===== src/shared/option_loader_defs.svh =====
// Register offsets, option bit positions, reset values and timing counts.
`ifndef OPTION_LOADER_DEFS_SVH
`define OPTION_LOADER_DEFS_SVH

`define FT_HIGH_ADDR 12'hFFA
`define FT_LOW_ADDR 12'hFFB
`define FT_HIGH_RESET 8'h00
`define FT_LOW_RESET 8'h00

`define OPT_USER_ADDR 16'h0000
`define OPT_ERASED 8'hFF

`define OPT_WDOG_ACTION_BIT 7
`define OPT_WDOG_ALWAYS_ON_BIT 6
`define OPT_OSC_HI_BIT 5
`define OPT_OSC_LO_BIT 4
`define OPT_BROWNOUT_BIT 3
`define OPT_READ_PROTECT_BIT 2
`define OPT_WRITE_PROTECT_BIT 0

`define FLASH_READ_LATENCY 2

`endif


===== src/shared/option_loader_pkg.sv =====
// Types shared by the option loader and its timing register block.
package option_loader_pkg;

   typedef enum logic [1:0] {
      OSC_EXT_RC,
      OSC_LOW_POWER,
      OSC_MEDIUM_POWER,
      OSC_HIGH_POWER
   } osc_drive_e;

   typedef enum logic [1:0] {
      LOAD_REQUEST,
      LOAD_WAIT,
      LOAD_DONE
   } load_state_e;

   typedef logic [15:0] flash_timing_t;

endpackage : option_loader_pkg


===== src/core/flash_timing_regs.sv =====
// Flash timing high and low byte registers with a one-cycle read port.
`timescale 1ns/1ps
`default_nettype none
`include "option_loader_defs.svh"

module flash_timing_regs (
   // Clock and reset.
   input wire logic clock,
   input wire logic rstn,
   // Register port.
   input wire logic [11:0] reg_addr,
   input wire logic [7:0] reg_wdata,
   input wire logic reg_write,
   input wire logic reg_read,
   output logic [7:0] reg_rdata,
   output logic reg_hit,
   // Combined timing value.
   output option_loader_pkg::flash_timing_t flash_timing_value
);
   import option_loader_pkg::*;

   logic [7:0] high_q, high_d;
   logic [7:0] low_q, low_d;
   logic [7:0] rdata_q, rdata_d;
   logic hit_q, hit_d;

   always_comb begin
      high_d = high_q;
      low_d = low_q;
      rdata_d = 8'h00;
      hit_d = 1'b0;
      if (reg_write && reg_addr == `FT_HIGH_ADDR) begin
         high_d = reg_wdata;
      end
      if (reg_write && reg_addr == `FT_LOW_ADDR) begin
         low_d = reg_wdata;
      end
      if (reg_read) begin
         if (reg_addr == `FT_HIGH_ADDR) begin
            rdata_d = high_q;
            hit_d = 1'b1;
         end else if (reg_addr == `FT_LOW_ADDR) begin
            rdata_d = low_q;
            hit_d = 1'b1;
         end
      end
   end

   always_ff @(posedge clock or negedge rstn) begin
      if (!rstn) begin
         high_q <= `FT_HIGH_RESET;
         low_q <= `FT_LOW_RESET;
         rdata_q <= 8'h00;
         hit_q <= 1'b0;
      end else begin
         high_q <= high_d;
         low_q <= low_d;
         rdata_q <= rdata_d;
         hit_q <= hit_d;
      end
   end

   assign reg_rdata = rdata_q;
   assign reg_hit = hit_q;
   // High byte in the upper half, low byte in the lower half.
   assign flash_timing_value = {high_q, low_q};

endmodule : flash_timing_regs

`default_nettype wire


===== src/core/option_bit_loader.sv =====
// Reset-time option byte loader with the flash timing registers.
//
// Local design decision: the address-and-strobe port.
`timescale 1ns/1ps
`default_nettype none
`include "option_loader_defs.svh"

// Contract
// - Timing value is high byte then low
// - Every reset reloads options from flash
// - Options loaded before processor leaves reset
// - Option registers hidden from software
// - New option byte acts after reset
// - User options read from address zero
// - Bit 7 picks watchdog interrupt or reset
// - Bit 6 low forces watchdog always on
// - Bits 5:4 select oscillator drive
// - Bit 3 low drops brownout in stop
// - Bit 2 low blocks code reads
// - Bit 0 low blocks user programming
module option_bit_loader (
   // Clock and reset.
   input wire logic clock,
   input wire logic rstn,
   // Stop mode recovery acts as a reset of the loader.
   input wire logic stop_recovery,
   // Register port.
   input wire logic [11:0] reg_addr,
   input wire logic [7:0] reg_wdata,
   input wire logic reg_write,
   input wire logic reg_read,
   output logic [7:0] reg_rdata,
   // Flash read port.
   output logic flash_read,
   output logic [15:0] flash_addr,
   input wire logic flash_valid,
   input wire logic [7:0] flash_data,
   // Processor reset hold.
   output logic cpu_reset_hold,
   // Option configuration outputs.
   output logic wdog_expiry_action,
   output logic wdog_always_on,
   output option_loader_pkg::osc_drive_e osc_drive_select,
   output logic brownout_always_on,
   output logic code_read_protect,
   output logic flash_write_protect,
   // Timing value to the flash controller.
   output option_loader_pkg::flash_timing_t flash_timing_value
);
   import option_loader_pkg::*;

   load_state_e state_q, state_d;
   logic [7:0] opt_q, opt_d;
   logic hold_q, hold_d;
   logic read_q, read_d;
   logic [7:0] rdata_regs;
   logic hit_regs;
   flash_timing_t timing_regs;
   flash_timing_t timing_q;

   // The option registers have no decode; software reaches only the timing pair.
   flash_timing_regs u_timing (
      .clock(clock),
      .rstn(rstn),
      .reg_addr(reg_addr),
      .reg_wdata(reg_wdata),
      .reg_write(reg_write),
      .reg_read(reg_read),
      .reg_rdata(rdata_regs),
      .reg_hit(hit_regs),
      .flash_timing_value(timing_regs)
   );

   // The sub-block already clears its read register on a miss, so its flop drives the pin directly.
   assign reg_rdata = rdata_regs;

   always_comb begin
      state_d = state_q;
      opt_d = opt_q;
      hold_d = hold_q;
      read_d = 1'b0;
      case (state_q)
         LOAD_REQUEST: begin
            read_d = 1'b1;
            hold_d = 1'b1;
            state_d = LOAD_WAIT;
         end
         LOAD_WAIT: begin
            if (flash_valid) begin
               opt_d = flash_data;
               hold_d = 1'b0;
               state_d = LOAD_DONE;
            end
         end
         LOAD_DONE: begin
            // Flash writes to the option byte are not seen until a reset.
            if (stop_recovery) begin
               hold_d = 1'b1;
               state_d = LOAD_REQUEST;
            end
         end
         default: begin
            state_d = LOAD_REQUEST;
         end
      endcase
   end

   always_ff @(posedge clock or negedge rstn) begin
      if (!rstn) begin
         state_q <= LOAD_REQUEST;
         opt_q <= `OPT_ERASED;
         hold_q <= 1'b1;
         read_q <= 1'b0;
         timing_q <= 16'h0000;
      end else begin
         state_q <= state_d;
         opt_q <= opt_d;
         hold_q <= hold_d;
         read_q <= read_d;
         timing_q <= timing_regs;
      end
   end

   assign flash_read = read_q;
   assign flash_addr = `OPT_USER_ADDR;
   assign cpu_reset_hold = hold_q;
   assign flash_timing_value = timing_q;

   // Decoded options are registered so that no decode glitch reaches the watchdog or the oscillator.
   logic action_q, action_d;
   logic always_on_q, always_on_d;
   osc_drive_e osc_q, osc_d;
   logic brownout_q, brownout_d;
   logic read_protect_q, read_protect_d;
   logic write_protect_q, write_protect_d;

   // Next values come from the byte about to be captured, so the outputs and opt_q change on one edge.
   always_comb begin
      action_d = opt_d[`OPT_WDOG_ACTION_BIT];
      always_on_d = ~opt_d[`OPT_WDOG_ALWAYS_ON_BIT];
      osc_d = osc_drive_e'(opt_d[`OPT_OSC_HI_BIT:`OPT_OSC_LO_BIT]);
      brownout_d = opt_d[`OPT_BROWNOUT_BIT];
      read_protect_d = ~opt_d[`OPT_READ_PROTECT_BIT];
      write_protect_d = ~opt_d[`OPT_WRITE_PROTECT_BIT];
   end

   always_ff @(posedge clock or negedge rstn) begin
      if (!rstn) begin
         // The erased byte decode, so the chip wakes with the safest settings.
         action_q <= 1'b1;
         always_on_q <= 1'b0;
         osc_q <= OSC_HIGH_POWER;
         brownout_q <= 1'b1;
         read_protect_q <= 1'b0;
         write_protect_q <= 1'b0;
      end else begin
         action_q <= action_d;
         always_on_q <= always_on_d;
         osc_q <= osc_d;
         brownout_q <= brownout_d;
         read_protect_q <= read_protect_d;
         write_protect_q <= write_protect_d;
      end
   end

   assign wdog_expiry_action = action_q;
   assign wdog_always_on = always_on_q;
   assign osc_drive_select = osc_q;
   assign brownout_always_on = brownout_q;
   assign code_read_protect = read_protect_q;
   assign flash_write_protect = write_protect_q;
endmodule : option_bit_loader

`default_nettype wire


===== config.mk =====
export PLATFORM = sky130hd
export DESIGN_NAME = option_bit_loader
export DESIGN_NICKNAME = d
export VERILOG_FILES = /design/src/shared/option_loader_pkg.sv /design/src/core/flash_timing_regs.sv /design/src/core/option_bit_loader.sv
export VERILOG_INCLUDE_DIRS = /design/src /design/src/shared
export SDC_FILE = /design/constraint.sdc
export NUM_CORES = 1
export LEC_CHECK = 0
export BUFFER_PORTS_ARGS = -buffer_cell sky130_fd_sc_hd__buf_2
export CAP_MARGIN = 15
export CORE_ASPECT_RATIO = 0.75
export CORE_MARGIN = 4
export CORE_UTILIZATION = 53
export CTS_BUF_LIST = sky130_fd_sc_hd__clkbuf_2
export CTS_CLUSTER_SIZE = 16
export DETAILED_ROUTE_END_ITERATION = 10
export PLACE_DENSITY_LB_ADDON = 0.2
export SKIP_CTS_REPAIR_TIMING = 1
export SYNTH_ARGS = -nofsm -noshare
export SYNTH_HDL_FRONTEND = slang
export SYNTH_SLANG_ARGS = --single-unit

===== constraint.sdc =====
create_clock -name clock -period 3.25 [get_ports clock]
set_input_delay 0.1625 -clock clock [delete_from_list [all_inputs] [get_ports clock]]
set_output_delay 0.1625 -clock clock [all_outputs]
set_load 0.05 [all_outputs]

After elaboration in Yosys (flattened, before gate mapping)
Cells that the tools add are included.
{"block": "totals", "ff_bits": 59, "in_bits": 34, "out_inout_bits": 49, "elab_cells": 43}
{"block": "classes", "eq_ne": 6, "mux": 12, "bitwise": 3, "reduce_logical": 7}
{"cell": "two-way mux 8 bit", "count": 5}
{"cell": "equality test 12 bit, second input constant", "count": 2}
{"cell": "case mux 2 bit (3 select lines)", "count": 1}
{"cell": "two-way mux 2 bit", "count": 2}
{"cell": "!= test 2 bit, second input constant", "count": 2}
{"cell": "AND reduction 2 bit", "count": 2}
{"cell": "two-way mux 1 bit", "count": 3}
{"cell": "NOT 1 bit", "count": 3}
{"cell": "case mux 1 bit (3 select lines)", "count": 1}
{"cell": "AND reduction 3 bit", "count": 1}
{"cell": "nonzero test 3 bit", "count": 1}
{"cell": "equality test 2 x 1 -> 1 bit, second input constant", "count": 1}
{"cell": "equality test 2 bit, second input constant", "count": 1}
{"cell": "logical AND 1 bit", "count": 2}
{"cell": "logical NOT 2 bit", "count": 1}

Depth between registers and ports, before layout
{"block": "depth", "word_depth": 4, "mapped_depth": 4, "depth_no_buf": 3}

Modules after synthesis
Synthesis repeated with hierarchy kept, for this count alone.
{"block": "unflattened", "cells_unflattened": 136, "area_unflattened_um2": 2059.5}
{"module": "option_bit_loader", "instances": 1, "cells_each": 68, "area_per_inst_um2": 1043.5, "seq_area_each_um2": 760.7}
{"module": "flash_timing_regs", "instances": 1, "cells_each": 68, "area_per_inst_um2": 1016.0, "seq_area_each_um2": 625.6}

Least setup slack after synthesis
Ideal clock, no wire load.
{"block": "synth_timing", "kind": "input port to flip-flop", "from": "input port reg_addr[8]", "to": "register u_timing.low_q[0]", "setup_ps": 125, "arrival_time_ps": 1204, "required_ps": 3125, "slack_ps": 1921, "cell_stages": 3, "path_buffers": 0, "path_cell_list": "nand4_1 > nor4_4 > mux2_2"}
{"block": "synth_via", "elab_chain_len": 2}
{"element": "start, declared", "line": "option_bit_loader.sv:28", "rtl": "input wire logic [11:0] reg_addr,"}
{"element": "equality test 12 bit (no source line)"}
{"element": "logical AND 1 bit (no source line)"}
{"element": "end signal, assigned", "line": "flash_timing_regs.sv:52", "rtl": "low_q <= `FT_LOW_RESET;"}
{"element": "end signal, assigned", "line": "flash_timing_regs.sv:57", "rtl": "low_q <= low_d;"}
{"element": "end, declared", "line": "flash_timing_regs.sv:23", "rtl": "logic [7:0] low_q, low_d;"}
No other way between the ends.
A chain may end at the register's enable or synchronous reset.

Worst setup path in the final report
{"block": "layout_timing", "from": "register hold_q (netlist: cpu_reset_hold)", "to": "output port cpu_reset_hold"}
{"element": "start, declared", "line": "option_bit_loader.sv:54", "rtl": "logic hold_q, hold_d;"}
{"element": "start signal, assigned", "line": "option_bit_loader.sv:118", "rtl": "hold_q <= hold_d;"}
{"element": "end, declared", "line": "option_bit_loader.sv:39", "rtl": "output logic cpu_reset_hold,"}
No word-level cell between the ends.

==> flow_summary.toml <==
[clock_tree]
cts_inserted_buffers = 5
path_clk_slew_ns = 0.23
clock_latency_ns = 0.41
cts_root_buf = "clkbuf_2"
clock_path_buffers = 2
clock-sinks = 54
h-tree-depth = 2
cts_tree = "done"

[logic_synthesis]
synth-edff-count = 0
syn_area_um2 = 2030
ys.warnings.count = 0
synth_ff_type = "dfrtp_1"
synth_cell_types = 22
yosysMostFrequentCell = "dfrtp_1"
synth_top_area_frac = 0.568
yosysTopAreaCell = "dfrtp_1"
ys_top_cells_by_count = "dfrtp_1 (46), mux2_2 (19), buf_4 (18)"
synthArstFlopShare = 1.00
synth_cells = 135
synth_area_leaders = "dfrtp_1 (57%), mux2_2 (11%), dfstp_2 (10%)"
seq_area_frac_synth = 0.671
ys_seq_elements = 54
synth.avg_cell_area_um2 = 15.0

[floorplan]
core_area_um2 = 3660
die_area_um2 = 4890
die_w_um = 79.4
die_y_um = 61.6
num_io_pins = 83
initial_core_util = 0.554
rows = 19

[global_routing]
grtUsageTotal = 0.155
grt_pass1_wl_um = 5540
grt_start_max_net_pins = 55
overflow = 0
antenna_found_initial = 0
grt_pass1_vias = 1151

[finish]
multi_input_area_um2 = 554
area_delta_synth_final_pct = 26.4
final-seq-area_um2 = 1360
n_fill_cell = 278
final_cells = 274
layout.nets = 255
antenna_cells = 0
drive_gt1_frac = 0.468

[detailed_routing]
dr_total_vias = 1234
first_pass_iters = 4
met1_length_um = 1470
drtIter0Drc = 25
wl_met2_um = 1960
routed_wl_um = 3760
avgViaCountPerCell = 4.50
drc = 0
wl_met3_um = 267
drtAntennaViolNets = 0
highest_layer = "met4"
routedWlPerCell_um = 13.7

[setup_path]
start_kind = "flop"
cp_max_fo = 3
crit_buf_inv = 1
required_ns = 3.09
worstSetupPathType = "flop to output pin"
cp_top_family = "flip-flops"
path_cells = "buf_2"
worstReg2RegStart = "state_q[1]$_DFFE_PN0P_"
crit_slowest_cell = "dfstp_2"
cp.arrival_ns = 1.28
max_stage_delay_ns = 0.60
cp-startpoint = "cpu_reset_hold$_DFFE_PN1P_"
critPathCaptureType = "output pin"
rrSetupSlack_ns = 1.90

[timing]
rsz0062_at_grt = "no"
slew_violations = 0
finalHoldViolations = 0
setup_viol = 0
fin_crit_ns = 1.44
finClkSkew_ns = 0.0122
tns_ns = 0
hold-worst-slack_ns = 0.109
slew_headroom = 0.576
period_share = 0.443
worst-slew-pin-transition_ns = 0.632
fmax_mhz = 694

[place]
place_congestion = 0.779
port_buffers = 65
dp.cells = 247
hpwl_um = 2630

[job]
drv_cap = 0

[power_and_ir_drop]
ir_drop_mv = 0.626
p_per_area_nw_per_um2 = 608
power.leakage_nw = 1.42

[hold_path]
hp-class = "input port to async pin"

[outcome]
status = "completed"
-- logic make-up after synthesis --
group	synth area share
buffers and inverters	0.0833
multiplexers	0.165
AO/OA/AOI/OAI	0.00863
other	0.00185
flip-flops	0.671
AND/OR/NAND/NOR	0.0697
-- area by class of cell --
type / count / area share
Tap cell: 52 / 0.0254
Clock buffer: 6 / 0.0117
Sequential cell: 54 / 0.531
Clock inverter: 2 / 0.00342
Timing Repair Buffer: 84 / 0.205
Inverter: 5 / 0.00732
Multi-Input combinational cell: 71 / 0.216
-- stage by stage --
step	area [µm²]	utilization	setup WS [ns]	power (mW)
global route	2560	0.700	1.74	1.63
floorplan	2080	-	1.92	1.23
global placement	2320	0.635	1.54	1.29
detailed placement	2320	0.635	1.53	1.31
CTS	2360	0.646	1.80	1.55
finish	2560	0.700	1.81	1.56
-- layer usage --
layer,up-vias,global-route usage
met4,0,0.0711
met2,41,0.246
met3,8,0.0556
li1,588,-
met5,-,0
met1,597,0.196
-- flip-flops by register name, summed over array words and instances, names as in the netlist --
signal	count
cpu_reset_hold	1
osc_drive_select	1
u_timing.high_q	8
wdog_always_on	1
opt_q	6
flash_timing_value	16
flash_read	1
state_q	2
flash_write_protect	1
u_timing.low_q	8
u_timing.reg_rdata	8
code_read_protect	1
-- power by group --
part	internal (mW)	switching (mW)	leakage, nW	total [mW]
clock network	0.0530	0.189	0.0304	0.242
logic	0.127	0.348	0.671	0.475
registers	0.796	0.0466	0.715	0.842
-- placed cells by master (no fill, tap or decap) --
cell and count:
inv_1 4, dlygate4sd3_1 18, nand2_1 2, or3_1 1
mux2i_1 11, mux2_2 19, inv_2 1, dfrtp_1 46
clkinv_1 1, clkinv_2 1, nand4_2 1, buf_2 65
nand4_1 1, dfstp_2 8, buf_12 1, nor2_1 11
a21oi_1 1, conb_1 16, a22oi_1 1, mux2_1 1
nor4_4 2, o21ai_0 1, clkbuf_2 6, nand3b_1 1
nand4b_1 2
-- final timing paths --
path / endpoint / depth (start not counted)
hold / removal: flash_timing_value[2]$_DFF_PN0_ / 2
setup reg to reg: opt_q[0]$_DFF_PN1_ / 3
setup / recovery: cpu_reset_hold / 1
min in group clock: u_timing.reg_rdata[1]$_DFF_PN0_ / 3
max in group asynchronous: osc_drive_select[0]$_DFFE_PN1P_ / 3
hold reg to reg: flash_timing_value[7]$_DFF_PN0_ / 0
(Power assumes the default switching activity.)
